==> src/link_diag_pkg.sv <==
// Constants for the link timer and PHY diagnostic register pair.
// Assumes a 200 MHz core clock and byte offsets in configuration space.
package link_diag_pkg;

  // ****************************************
  // Register offsets
  // ****************************************
  localparam logic [7:0] OFF_LINK_TIMER_CONTROL = 8'hC4;
  localparam logic [7:0] OFF_PHY_LINK_CONTROL = 8'hC8;

  // ****************************************
  // Reset values and writable bits
  // ****************************************
  localparam logic [31:0] RESET_LINK_TIMER_CONTROL = 32'h00120108;
  localparam logic [31:0] RESET_PHY_LINK_CONTROL = 32'h32142000;
  localparam logic [31:0] WRITABLE_LINK_TIMER_CONTROL = 32'h001FFFFF;
  localparam logic [31:0] WRITABLE_PHY_LINK_CONTROL = 32'hFFFF1FFF;
  // Bits cleared by the warm reset as well as the fundamental reset
  localparam logic [31:0] WARM_RESET_BITS = 32'h000000FF;

  // ****************************************
  // Field positions, link timer control register
  // ****************************************
  localparam int L1_SEPARATE_LSB = 18;
  localparam int L1_SHARED_LSB = 15;
  localparam int ADVERTISED_L1_EXIT_LATENCY_WIDTH = 3;
  localparam int SECONDARY_BLOCK_BIT = 10;
  localparam int LOW_POWER_TIMER_LSB = 6;
  localparam int STANDBY_TIMER_LSB = 2;
  localparam int ENTRY_TIMER_WIDTH = 4;

  // ****************************************
  // Field positions, PHY link control register
  // ****************************************
  localparam int FTS_SEPARATE_LSB = 24;
  localparam int FTS_SHARED_LSB = 16;
  localparam int FTS_WIDTH = 8;
  localparam int PHY_REVISION_LSB = 13;
  localparam int PHY_REVISION_WIDTH = 3;
  localparam int LINK_NUMBER_LSB = 8;
  localparam int LINK_NUMBER_WIDTH = 5;
  localparam int DEEP_SLEEP_BIT = 7;
  localparam int SECOND_WINDOW_BIT = 6;
  localparam int FIRST_WINDOW_BIT = 5;
  localparam int RETRAIN_BIT = 4;
  localparam int RECONFIGURE_BIT = 3;
  localparam int LINK_RESET_BIT = 2;
  localparam int SCRAMBLING_OFF_BIT = 1;
  localparam int LOOP_BIT = 0;

  // ****************************************
  // Timing
  // ****************************************
  localparam int CLOCK_PERIOD_PS = 5000;
  localparam int LOW_POWER_TICK_NS = 512;
  localparam int STANDBY_TICK_KHZ = 62500;
  localparam int LOW_POWER_TICK_PS = LOW_POWER_TICK_NS * 1000;
  localparam int STANDBY_TICK_PS = 1000000000 / STANDBY_TICK_KHZ;

endpackage : link_diag_pkg

==> src/tick_divider.sv <==
// Fractional divider giving one-cycle tick enables at an average period.
// Assumes both periods are whole picoseconds and TICK_PS >= CLK_PS.
`timescale 1ns/100ps
module tick_divider #(
  parameter int CLK_PS = 5000,
  parameter int TICK_PS = 16000
) (
  input wire logic clock, // Core clock
  input wire logic reset_n, // Asynchronous reset, active low
  output logic tick // One-cycle pulse per tick period
);

  logic [23:0] phase_r;
  logic [23:0] phaseSum;
  logic wrap;

  // Phase accumulator carries the remainder so the mean period is exact
  assign phaseSum = phase_r + 24'(CLK_PS);
  assign wrap = phaseSum >= 24'(TICK_PS);

  always_ff @(posedge clock or negedge reset_n) begin
    if (!reset_n) begin
      phase_r <= 24'h000000;
      tick <= 1'b0;
    end else begin
      phase_r <= wrap ? phaseSum - 24'(TICK_PS) : phaseSum;
      tick <= wrap;
    end
  end

endmodule : tick_divider

==> src/entry_timer.sv <==
// Idle timer that requests a power state once idle for a set tick count.
// Assumes the tick input is a one-cycle enable from a divider.
`timescale 1ns/100ps
module entry_timer #(
  parameter int WIDTH = 4
) (
  input wire logic clock, // Core clock
  input wire logic reset_n, // Asynchronous reset, active low
  input wire logic tick, // Time unit enable
  input wire logic idle, // Link idle level
  input wire logic [WIDTH-1:0] limit, // Ticks of idle before entry
  output logic entryRequest // Entry request level
);

  logic [WIDTH-1:0] count_r;
  logic reached;

  assign reached = count_r >= limit;

  always_ff @(posedge clock or negedge reset_n) begin
    if (!reset_n) begin
      count_r <= '0;
      entryRequest <= 1'b0;
    end else begin
      // Any activity restarts the idle count
      if (!idle) begin
        count_r <= '0;
      end else if (tick && !reached) begin
        count_r <= count_r + WIDTH'(1);
      end
      entryRequest <= idle && reached;
    end
  end

endmodule : entry_timer

==> src/link_diag_regs.sv <==
// Link timer control and PHY link control diagnostic registers.
// Assumes configuration and EEPROM loads arrive synchronous to clock and
// that reset_n is the fundamental reset (low while link or global reset).
`timescale 1ns/100ps

// Contract
// - Shared clock set: separate-clock Advertised_l1_exit_latency is advertised; resets 100b.
// - Shared clock clear: shared-clock Advertised_l1_exit_latency is advertised; resets 100b.
// - While the block bit is set, secondary bus reset requests are ignored.
// - L1 entry timer, bits 9:6, counts 512 ns units, resets 0100b.
// - L0s entry timer, bits 5:2, counts 62.5 MHz periods, resets 0010b.
// - Upper bits of the first register read zero; writes ignored.
// - Marked fields reset only on fundamental reset.
// - Shared clock clear: send fast training count from bits 31:24, reset 32h.
// - Shared clock set: send fast training count from bits 23:16, reset 14h.
// - Deep sleep saving applies in L2 only while its enable bit is set.
// - Second window enabled only while bit 6 set; resets disabled.
// - First window enabled only while bit 5 set; resets disabled.
// - Bits 4 and 3 go out as retrain and reconfigure requests.
// - Bit 2 of the second register goes out as link reset request.
// - Bits 1 and 0 go out as scrambling off and loop requests.
module link_diag_regs
  import link_diag_pkg::*;
#(
  parameter logic [PHY_REVISION_WIDTH-1:0] PHY_REVISION = 3'h1 // Arbitrary value
) (
  input wire logic clock, // 200 MHz core clock
  input wire logic reset_n, // Fundamental reset, active low
  input wire logic warmReset, // Synchronous reset of unmarked bits
  input wire logic cfgValid, // Configuration access strobe
  input wire logic cfgWrite, // Access is a write
  input wire logic [7:0] cfgAddr, // Byte offset of the dword
  input wire logic [3:0] cfgByteEnable, // Byte lanes of a write
  input wire logic [31:0] cfgWriteData, // Write data
  output logic [31:0] cfgReadData, // Read data
  output logic cfgDone, // Access completed pulse
  input wire logic eepromLoad, // EEPROM loader word strobe
  input wire logic [7:0] eepromAddr, // EEPROM loader target offset
  input wire logic [31:0] eepromData, // EEPROM loader word
  input wire logic sharedClockConfig, // Common clock bit of link control
  input wire logic secondaryBusResetBit, // Bridge control reset bit
  input wire logic linkIdle, // Link has nothing to send
  input wire logic linkInL2, // Link is in L2
  output logic [2:0] advertisedL1ExitLatency, // Into link capabilities
  output logic [7:0] fastTrainCount, // Ordered sets on L0s exit
  output logic secondaryBusReset, // Reset to the secondary bus
  output logic lowPowerEntryRequest, // L1 entry request
  output logic standbyEntryRequest, // L0s entry request
  output logic deepSleepSavingActive, // Apply L2 power savings
  output logic firstWindowEnable, // Enable first base address window
  output logic secondWindowEnable, // Enable second base address window
  output logic retrainRequest, // Recovery request to link training
  output logic reconfigureRequest, // Reconfiguration request
  output logic linkResetRequest, // Hot reset request
  output logic scramblingOffRequest, // Scrambler disable request
  output logic loopRequest, // Loopback request
  output logic [4:0] linkNumber // Link number field
);

  // ****************************************
  // Write merge
  // ****************************************
  function automatic logic [31:0] merge_word(
    input logic [31:0] current,
    input logic [31:0] data,
    input logic [3:0] lanes,
    input logic [31:0] writable
  );
    logic [31:0] laneMask;
    laneMask = {{8{lanes[3]}}, {8{lanes[2]}}, {8{lanes[1]}}, {8{lanes[0]}}};
    merge_word = (current & ~(laneMask & writable)) | (data & laneMask & writable);
  endfunction : merge_word

  // ****************************************
  // Storage
  // ****************************************
  logic [31:0] linkTimerControl_r;
  logic [31:0] linkTimerControl_nxt;
  logic [31:0] phyLinkControl_r;
  logic [31:0] phyLinkControl_nxt;
  logic [31:0] phyMerged;

  // ****************************************
  // Access decode
  // ****************************************
  wire cfgWriteAccess = cfgValid && cfgWrite;
  wire cfgReadAccess = cfgValid && !cfgWrite;
  wire eepromAccess = eepromLoad && !cfgValid;
  wire cfgHitTimer = cfgAddr == OFF_LINK_TIMER_CONTROL;
  wire cfgHitPhy = cfgAddr == OFF_PHY_LINK_CONTROL;
  wire eepromHitTimer = eepromAddr == OFF_LINK_TIMER_CONTROL;
  wire eepromHitPhy = eepromAddr == OFF_PHY_LINK_CONTROL;
  wire writeTimerCfg = cfgWriteAccess && cfgHitTimer;
  wire writeTimerEeprom = eepromAccess && eepromHitTimer;
  wire writePhyCfg = cfgWriteAccess && cfgHitPhy;
  wire writePhyEeprom = eepromAccess && eepromHitPhy;

  // ****************************************
  // Next register values
  // ****************************************
  // Reserved read-only bits are outside the writable mask and stay zero
  always_comb begin
    linkTimerControl_nxt = linkTimerControl_r;
    if (writeTimerCfg) begin
      linkTimerControl_nxt = merge_word(linkTimerControl_r, cfgWriteData, cfgByteEnable,
        WRITABLE_LINK_TIMER_CONTROL);
    end else if (writeTimerEeprom) begin
      // Reserved read/write bits are stored as written
      linkTimerControl_nxt = merge_word(linkTimerControl_r, eepromData, 4'hF,
        WRITABLE_LINK_TIMER_CONTROL);
    end
  end

  always_comb begin
    phyMerged = phyLinkControl_r;
    if (writePhyCfg) begin
      phyMerged = merge_word(phyLinkControl_r, cfgWriteData, cfgByteEnable,
        WRITABLE_PHY_LINK_CONTROL);
    end else if (writePhyEeprom) begin
      phyMerged = merge_word(phyLinkControl_r, eepromData, 4'hF, WRITABLE_PHY_LINK_CONTROL);
    end
    // Unmarked bits also fall back on a warm reset; marked ones do not
    phyLinkControl_nxt = phyMerged;
    if (warmReset) begin
      phyLinkControl_nxt = (phyMerged & ~WARM_RESET_BITS) |
        (RESET_PHY_LINK_CONTROL & WARM_RESET_BITS);
    end
  end

  always_ff @(posedge clock or negedge reset_n) begin
    if (!reset_n) begin
      linkTimerControl_r <= RESET_LINK_TIMER_CONTROL;
      phyLinkControl_r <= RESET_PHY_LINK_CONTROL & WRITABLE_PHY_LINK_CONTROL;
    end else begin
      linkTimerControl_r <= linkTimerControl_nxt;
      phyLinkControl_r <= phyLinkControl_nxt;
    end
  end

  // ****************************************
  // Read path
  // ****************************************
  wire [31:0] revisionWord = 32'(PHY_REVISION) << PHY_REVISION_LSB;
  wire [31:0] timerReadValue = linkTimerControl_r & WRITABLE_LINK_TIMER_CONTROL;
  wire [31:0] phyReadValue = (phyLinkControl_r & WRITABLE_PHY_LINK_CONTROL) |
    revisionWord;
  wire [31:0] readSelect = cfgHitTimer ? timerReadValue :
    cfgHitPhy ? phyReadValue : 32'h00000000;

  always_ff @(posedge clock or negedge reset_n) begin
    if (!reset_n) begin
      cfgReadData <= 32'h00000000;
      cfgDone <= 1'b0;
    end else begin
      cfgDone <= cfgValid;
      if (cfgReadAccess) begin
        cfgReadData <= readSelect;
      end
    end
  end

  // ****************************************
  // Field extraction
  // ****************************************
  wire [2:0] l1ExitLatencySeparateClock =
    linkTimerControl_r[L1_SEPARATE_LSB +: ADVERTISED_L1_EXIT_LATENCY_WIDTH];
  wire [2:0] l1ExitLatencySharedClock =
    linkTimerControl_r[L1_SHARED_LSB +: ADVERTISED_L1_EXIT_LATENCY_WIDTH];
  wire secondaryResetBlock = linkTimerControl_r[SECONDARY_BLOCK_BIT];
  wire [3:0] lowPowerEntryTimer =
    linkTimerControl_r[LOW_POWER_TIMER_LSB +: ENTRY_TIMER_WIDTH];
  wire [3:0] standbyEntryTimer =
    linkTimerControl_r[STANDBY_TIMER_LSB +: ENTRY_TIMER_WIDTH];
  wire [7:0] fastTrainCountSeparateClock = phyLinkControl_r[FTS_SEPARATE_LSB +: FTS_WIDTH];
  wire [7:0] fastTrainCountSharedClock = phyLinkControl_r[FTS_SHARED_LSB +: FTS_WIDTH];
  wire [4:0] linkNumberField = phyLinkControl_r[LINK_NUMBER_LSB +: LINK_NUMBER_WIDTH];
  wire deepSleepSavingEnable = phyLinkControl_r[DEEP_SLEEP_BIT];
  wire secondWindowBit = phyLinkControl_r[SECOND_WINDOW_BIT];
  wire firstWindowBit = phyLinkControl_r[FIRST_WINDOW_BIT];
  wire retrainBit = phyLinkControl_r[RETRAIN_BIT];
  wire reconfigureBit = phyLinkControl_r[RECONFIGURE_BIT];
  wire linkResetBit = phyLinkControl_r[LINK_RESET_BIT];
  wire scramblingOffBit = phyLinkControl_r[SCRAMBLING_OFF_BIT];
  wire loopBit = phyLinkControl_r[LOOP_BIT];

  // ****************************************
  // Clock mode selection
  // ****************************************
  wire [2:0] latencySelect = sharedClockConfig ? l1ExitLatencySeparateClock :
    l1ExitLatencySharedClock;
  wire [7:0] fastTrainSelect = sharedClockConfig ? fastTrainCountSharedClock :
    fastTrainCountSeparateClock;
  wire secondaryResetSelect = secondaryBusResetBit && !secondaryResetBlock;
  wire deepSleepSelect = linkInL2 && deepSleepSavingEnable;

  always_ff @(posedge clock or negedge reset_n) begin
    if (!reset_n) begin
      advertisedL1ExitLatency <= RESET_LINK_TIMER_CONTROL[L1_SHARED_LSB +: ADVERTISED_L1_EXIT_LATENCY_WIDTH];
      fastTrainCount <= RESET_PHY_LINK_CONTROL[FTS_SEPARATE_LSB +: FTS_WIDTH];
      secondaryBusReset <= 1'b0;
      deepSleepSavingActive <= 1'b0;
    end else begin
      advertisedL1ExitLatency <= latencySelect;
      fastTrainCount <= fastTrainSelect;
      secondaryBusReset <= secondaryResetSelect;
      deepSleepSavingActive <= deepSleepSelect;
    end
  end

  // ****************************************
  // Window enables and link training requests
  // ****************************************
  // Requests are levels: they last exactly as long as their bits
  always_ff @(posedge clock or negedge reset_n) begin
    if (!reset_n) begin
      firstWindowEnable <= 1'b0;
      secondWindowEnable <= 1'b0;
      retrainRequest <= 1'b0;
      reconfigureRequest <= 1'b0;
      linkResetRequest <= 1'b0;
      scramblingOffRequest <= 1'b0;
      loopRequest <= 1'b0;
      linkNumber <= RESET_PHY_LINK_CONTROL[LINK_NUMBER_LSB +: LINK_NUMBER_WIDTH];
    end else begin
      firstWindowEnable <= firstWindowBit;
      secondWindowEnable <= secondWindowBit;
      retrainRequest <= retrainBit;
      reconfigureRequest <= reconfigureBit;
      linkResetRequest <= linkResetBit;
      scramblingOffRequest <= scramblingOffBit;
      loopRequest <= loopBit;
      linkNumber <= linkNumberField;
    end
  end

  // ****************************************
  // Entry timers
  // ****************************************
  logic lowPowerTick;
  logic standbyTick;

  // 512 ns units from the 5 ns clock, average period exact
  tick_divider #(
    .CLK_PS(CLOCK_PERIOD_PS),
    .TICK_PS(LOW_POWER_TICK_PS)
  ) lowPowerDivider (
    .clock(clock),
    .reset_n(reset_n),
    .tick(lowPowerTick)
  );

  // 62.5 MHz periods from the 5 ns clock
  tick_divider #(
    .CLK_PS(CLOCK_PERIOD_PS),
    .TICK_PS(STANDBY_TICK_PS)
  ) standbyDivider (
    .clock(clock),
    .reset_n(reset_n),
    .tick(standbyTick)
  );

  entry_timer #(
    .WIDTH(ENTRY_TIMER_WIDTH)
  ) lowPowerTimer (
    .clock(clock),
    .reset_n(reset_n),
    .tick(lowPowerTick),
    .idle(linkIdle),
    .limit(lowPowerEntryTimer),
    .entryRequest(lowPowerEntryRequest)
  );

  entry_timer #(
    .WIDTH(ENTRY_TIMER_WIDTH)
  ) standbyTimer (
    .clock(clock),
    .reset_n(reset_n),
    .tick(standbyTick),
    .idle(linkIdle),
    .limit(standbyEntryTimer),
    .entryRequest(standbyEntryRequest)
  );

endmodule : link_diag_regs

==> config.mk <==
export PLATFORM = sky130hd
export DESIGN_NAME = link_diag_regs
export DESIGN_NICKNAME = d
export VERILOG_FILES = /design/src/link_diag_pkg.sv /design/src/tick_divider.sv /design/src/entry_timer.sv /design/src/link_diag_regs.sv
export SDC_FILE = /design/constraint.sdc
export NUM_CORES = 1
export LEC_CHECK = 0
export ABC_AREA = 1
export BUFFER_PORTS_ARGS = -buffer_cell sky130_fd_sc_hd__buf_2
export CAP_MARGIN = 20
export CORE_MARGIN = 2
export CORE_UTILIZATION = 25
export DETAILED_ROUTE_END_ITERATION = 12
export GPL_ROUTABILITY_DRIVEN = 0
export PLACE_DENSITY = 0.45
export SLEW_MARGIN = 5
export SYNTH_ARGS = -nofsm -noshare
export SYNTH_HDL_FRONTEND = slang
export SYNTH_SLANG_ARGS = --single-unit
export TNS_END_PERCENT = 20
==> constraint.sdc <==
create_clock -name clock -period 3.9 [get_ports clock]
set_input_delay 0.39 -clock clock [delete_from_list [all_inputs] [get_ports clock]]
set_output_delay 0.39 -clock clock [all_outputs]
set_load 0.02 [all_outputs]
-- After elaboration in Yosys (flattened, before gate mapping)
Cells that the tools add are included.
- add/sub/neg operators: 6
- order comparisons: 4
- equal/unequal tests: 6
- multiplexer cells: 15
- bitwise operators: 9
- reduce and logical (&&, ||, !) cells: 20
- operators by type and width (cell ; number):
    $mux W32 ; 6
    $and A32 B32 Y32 ; 3
    $or A32 B21 Y32 ; 2
    $add A24 B13 Y24 const B ; 2
    $mux W24 ; 2
    $eq A8 B8 Y1 const B ; 4
    $not A21 Y32 ; 1
    $not A32 Y32 ; 1
    $or A16 B32 Y32 ; 1
    $or A32 B32 Y32 ; 1
    $ge A24 B14 Y1 const B ; 1
    $ge A24 B19 Y1 const B ; 1
    $sub A24 B14 Y24 const B ; 1
    $sub A24 B19 Y24 const B ; 1
    $mux W4 ; 4
    $mux W8 ; 2
    $logic_and A1 B1 Y1 ; 13
    $add A4 B1 Y4 const B ; 2
    $ge A4 B4 Y1 ; 2
    $logic_not A1 Y1 ; 5
    $ne A2 B1 Y1 const B ; 2
    $mux W3 ; 1
    $reduce_bool A3 Y1 ; 1
    $reduce_bool A2 Y1 ; 1
- register bits: 182
- input bits: 94
- output and inout port bits: 60
- word-level logic and storage cells: 85

-- Logic depth before layout (Yosys ltp)
- word-level depth: 6
- mapped depth: 19
- gate-level depth less buffers: 18

-- Cells and area by module
A second synthesis with hierarchy kept.
- cells, all modules: 1417
- area, all modules: 10032.1 um^2
- modules (own cells, without submodules) (module ; instances ; cells an instance ; area each (um^2) ; seq. area each (um^2)):
    link_diag_regs ; 1 ; 721 ; 5396.4 ; 2718.9
    tick_divider at standbyDivider ; 1 ; 301 ; 2045.7 ; 550.5
    tick_divider at lowPowerDivider ; 1 ; 289 ; 1829.3 ; 550.5
    entry_timer ; 2 ; 53 ; 380.4 ; 125.1

-- Worst setup path before layout
OpenSTA, ideal clock, no wires.
- path kind: flip-flop to flip-flop
- start: reg standbyDivider.phase_r[3]
- end: reg standbyDivider.phase_r[15]
- setup time: 0.061 ns
- data arrival time: 2.224 ns
- required time: 3.839 ns
- slack: 1.615 ns
- cell stages (with the launch flop): 15
- path buffers: 1
- clock period less this slack: 2.285 ns
- path through: dfrtp_1 -> ha_1 -> nand3_2 -> xor2_1 -> ha_1 -> nand3_1 -> or2_2 -> nor2_1 -> nand3_1 -> nor2_2 -> nand3_2 -> nand3_4 -> buf_6 -> nand2_1 -> inv_2
- longest elaborated chain between the ends: 3
- elaborated cells between the ends (all ways): 4
- classes of those cells: add/sub (2); order compare (1); mux (1)
- RTL lines (what ; line ; text):
    from (decl) ; tick_divider.sv:13 ; logic [23:0] phase_r;
    from (signal assigned) ; tick_divider.sv:26 ; phase_r <= wrap ? phaseSum - 24'(TICK_PS) : phaseSum;
    $add A24 B13 Y24 ; tick_divider.sv:18 ; assign phaseSum = phase_r + 24'(CLK_PS);
    $ge A24 B14 Y1 ; tick_divider.sv:19 ; assign wrap = phaseSum >= 24'(TICK_PS);
    via standbyDivider.wrap ; tick_divider.sv:15 ; logic wrap;
    $mux W24 ; tick_divider.sv:26 ;
The timed path passes the listed nets, and every way through them passes these cells.
A chain may end at the register's enable or synchronous reset.

-- Worst setup path after layout
- start: reg standbyDivider.phase_r[3]
- end: reg standbyDivider.phase_r[14]
- longest elaborated chain between the ends: 3
- elaborated cells between the ends (all ways): 4
- classes of those cells: add/sub (2); order compare (1); mux (1)
- RTL lines (what ; line):
    $add A24 B13 Y24 (*) ; tick_divider.sv:18
    $sub A24 B14 Y24 or $ge A24 B14 Y1 (tied branches) ; tick_divider.sv:26, tick_divider.sv:19
    $mux W24 (*) ; tick_divider.sv:26
Every way passes the cells marked *; elsewhere a longest branch is shown, timed or not.

==> run summary <==
### Route
* number of remaining DRC errors: 0
* final routed wire length divided by cell count: 14.8 µm
* top metal layer carrying routed signals: met4
* antenna viol nets, final: 0
* wire length after detailed routing: 27.1 mm
* 1st-pass router iterations: 6
* number of vias in the routed layout: 8,178
* routed wl met3: 788 µm
* routed wl met2: 12.7 mm
* Iter 0 DRT Violations: 521
* routed length on met1: 13.2 mm
* via-per-instance ratio: 4.46

### Power and ir drop
* leakage power: 5.85 nW
* sw frac: 27.5%
* internal power summed over all cells: 2.69 mW
* PwrDens: 339 nW/µm²
* NetSw: 1.02 mW
* clock network power share: 44.5%
* sequential share of power: 47.8%
* total power: 3.71 mW
* peak supply drop: 0.000299 V
* Gate power share: 7.7%

### STA
* worst clock skew on the final layout: 0.0119 ns
* Setup Viol. Count Final: 0
* Fin Setup TNS: 0 ns
* highest achievable clock rate: 391 MHz
* worst rel slew slack: 48.8%
* final setup margin: 1.35 ns
* final critical delay including setup and external delays: 2.55 ns
* RSZ-0062 raised after global routing: no
* Final Hold Viols: 0
* final worst path period share: 65.5%
* slew at the pin closest to its max-slew limit: 0.768 ns
* max-slew violation count: 0
* worst slack on hold paths: 0.0854 ns

### Cells and area
* Finished Core Util: 30.6%
* fraction of final layout cells sized beyond drive strength 1: 20.4%
* layout-stage area growth over the synthesis result: 20.2%
* layout net count: 1,467

### Die
* Core Rows: 69
* overall die height: 195 µm
* full die area: 38,000 µm²
* Die X: 195 µm
* area of the core: 35,700 µm²
* Starting Density: 25.5%
* Boundary Pins: 154

### Clocking
* Clk pin slew, worst setup/hold paths: 0.08 ns
* Clock Sinks: 162
* cells resized by post-CTS repair: 0
* number of post-CTS setup repair buffers: 0
* H-tree level count: 4
* clock tree from TritonCTS: built
* buffer cell driving the clock tree root: sky130_fd_sc_hd__clkbuf_16
* Clock Latency Late Sink: 0.44 ns
* Num CTS Buffers: 17
* Clock Path Buffers: 2

### Synthesis
* Gate Count Post-Synth: 1,214
* Yosys Warn Count: 0
* syn nets: 1,323
* most repeated cell in the gate-level netlist after synthesis: sky130_fd_sc_hd__nand2_1
* sequential cell area fraction in the yosys report: 44.7%
* list of most frequent post-synthesis cells: 400 x sky130_fd_sc_hd__nand2_1, 152 x sky130_fd_sc_hd__inv_1, 149 x sky130_fd_sc_hd__dfrtp_1
* number of enable flip-flop cells after synthesis: 0
* Top FF cell, synth: sky130_fd_sc_hd__dfrtp_1
* average cell area after synthesis: 7.50 µm²
* share of the synthesized area in the top cell type: 40.9%
* cell taking the most area after synthesis: sky130_fd_sc_hd__dfrtp_1
* Async SR Flop Fraction: 100%
* synth unique cells: 44
* area of the mapped netlist: 9110 µm²
* flops & latches, synth: 162
* main area contributors after synthesis: sky130_fd_sc_hd__dfrtp_1 41%, sky130_fd_sc_hd__nand2_1 16%, sky130_fd_sc_hd__inv_1 6.3%

### Critical path
* startpoint types: flop
* Crit Path Class: flop to flop
* logic depth of the worst register-to-register path: 13
* crit end category: flop
* Data required, critical path: 4.27 ns
* Max Fanout on Critical Path: 18
* arrival time of the worst setup path: 2.92 ns

### Global route
* pin count of the biggest net entering global routing: 96
* first-pass GRT wire length: 43.9 mm
* via count of the first global-routing pass: 7,950
* global-route total usage across every layer: 14.7%
* number of antenna violations at the first check in global routing: 2
* total overflow reported by the global router: 0

### Placement
* dpl hpwl: 20.3 mm
* I/O Buffers: 153
* Placement Setup Slack: 1.18 ns

### Status
* run status: finished, final reports clean

### Min path
* Cells on Worst Hold Path: 1
* classification of the worst-slack hold path: input pin to flop

### Run
* max capacitance violation total: 0

through the flow:
step | instances | cell area (µm²)
after floorplan | 1214 | 9110
after global placement | 1799 | 10400
after detailed placement | 1799 | 10400
after CTS | 1832 | 10900
after global routing | 1834 | 10900
final | 1834 | 10900
per-layer routing:
metal,vias up,global-route usage (%)
li1,4197,-
met1,3810,20.1
met2,148,23.9
met3,23,2.17
met4,0,4.69
met5,-,0
cells in the final DEF (no fill, tap or decap), types with 8 or more instances in the layout:
master                      count
sky130_fd_sc_hd__a21oi_1        8
sky130_fd_sc_hd__a31oi_1       12
sky130_fd_sc_hd__buf_2        152
sky130_fd_sc_hd__clkbuf_16     17
sky130_fd_sc_hd__dfrtp_1      149
sky130_fd_sc_hd__dfstp_2       13
sky130_fd_sc_hd__ha_1          15
sky130_fd_sc_hd__inv_1        152
sky130_fd_sc_hd__inv_2         10
sky130_fd_sc_hd__nand2_1      400
sky130_fd_sc_hd__nand2_2       25
sky130_fd_sc_hd__nand3_1       92
sky130_fd_sc_hd__nand4_1       27
sky130_fd_sc_hd__nor2_1        60
sky130_fd_sc_hd__nor2_2         9
sky130_fd_sc_hd__o211ai_1      13
sky130_fd_sc_hd__o21ai_0       94
sky130_fd_sc_hd__o22ai_1       18
sky130_fd_sc_hd__o31ai_1       10
sky130_fd_sc_hd__xnor2_1        8
sky130_fd_sc_hd__xor2_1        14
what timing repair did:
action	in CTS	in global routing
hold endpoints to repair	42	0
setup endpoints to repair	0	0
hold buffers	1	0
worst max-delay path, cell delays in order (launching register included):
cell	delay, ns
sky130_fd_sc_hd__dfrtp_1	0.41
sky130_fd_sc_hd__ha_1	0.26
sky130_fd_sc_hd__nand3_2	0.13
sky130_fd_sc_hd__xor2_1	0.33
sky130_fd_sc_hd__ha_1	0.23
sky130_fd_sc_hd__nand3_1	0.06
sky130_fd_sc_hd__or2_2	0.29
sky130_fd_sc_hd__nor2_1	0.12
sky130_fd_sc_hd__nand3_1	0.10
sky130_fd_sc_hd__nor2_2	0.10
sky130_fd_sc_hd__nand3_2	0.08
sky130_fd_sc_hd__nand3_4	0.20
sky130_fd_sc_hd__nand2_1	0.11
sky130_fd_sc_hd__inv_1	0.06
logic make-up (layout without fill, tap and decap cells):
family / count (synthesis) / count (layout) / synth area share (%)
simple gates: 647 / 647 / 32.1
fa+ha+maj: 15 / 15 / 2.06
compound gates: 163 / 163 / 10.2
xor+xnor: 22 / 22 / 2.12
flops: 162 / 162 / 44.7
buf+inv: 205 / 362 / 8.86
other cells: 0 / 2 / 0
power by group through the flow:
| stage | sequential, mW | combinational, mW | clock [mW] |
|---|---|---|---|
| 6_report | 1.78 | 0.285 | 1.65 |
| 5_1_grt | 1.78 | 0.323 | 1.79 |
| 4_1_cts | 1.78 | 0.292 | 1.72 |
| 3_5_place_dp | 1.81 | 0.290 | 0 |
| 3_3_place_gp | 1.81 | 0.290 | 0 |
| 2_1_floorplan | 1.82 | 0.109 | 0 |
area by class of cell:
cell class	count	area, µm²
fillers	3928	24800
multi-input cells	847	4240
flip-flops and latches	162	4070
repair buffers	162	855
inverters	168	633
well taps	461	577
clock buffers	18	429
clock inverters	14	140
diodes	2	5.00
worst paths after layout:
path                                                         to  slack (ns)                                start
setup / recovery           standbyDivider.phase_r[14]$_DFF_PN0_        1.35  standbyDivider.phase_r[3]$_DFF_PN0_
hold / removal                                cfgDone$_DFF_PN0_        0.09                             cfgValid
setup reg to reg           standbyDivider.phase_r[14]$_DFF_PN0_        1.35  standbyDivider.phase_r[3]$_DFF_PN0_
hold reg to reg                        retrainRequest$_DFF_PN0_        0.38      phyLinkControl_r[4]$_DFFE_PN0P_
max in group asynchronous  standbyDivider.phase_r[12]$_DFF_PN0_        2.38                              reset_n
min in group asynchronous       deepSleepSavingActive$_DFF_PN0_        0.50                              reset_n
No activity file was read; power rests on OpenSTA's default activity.
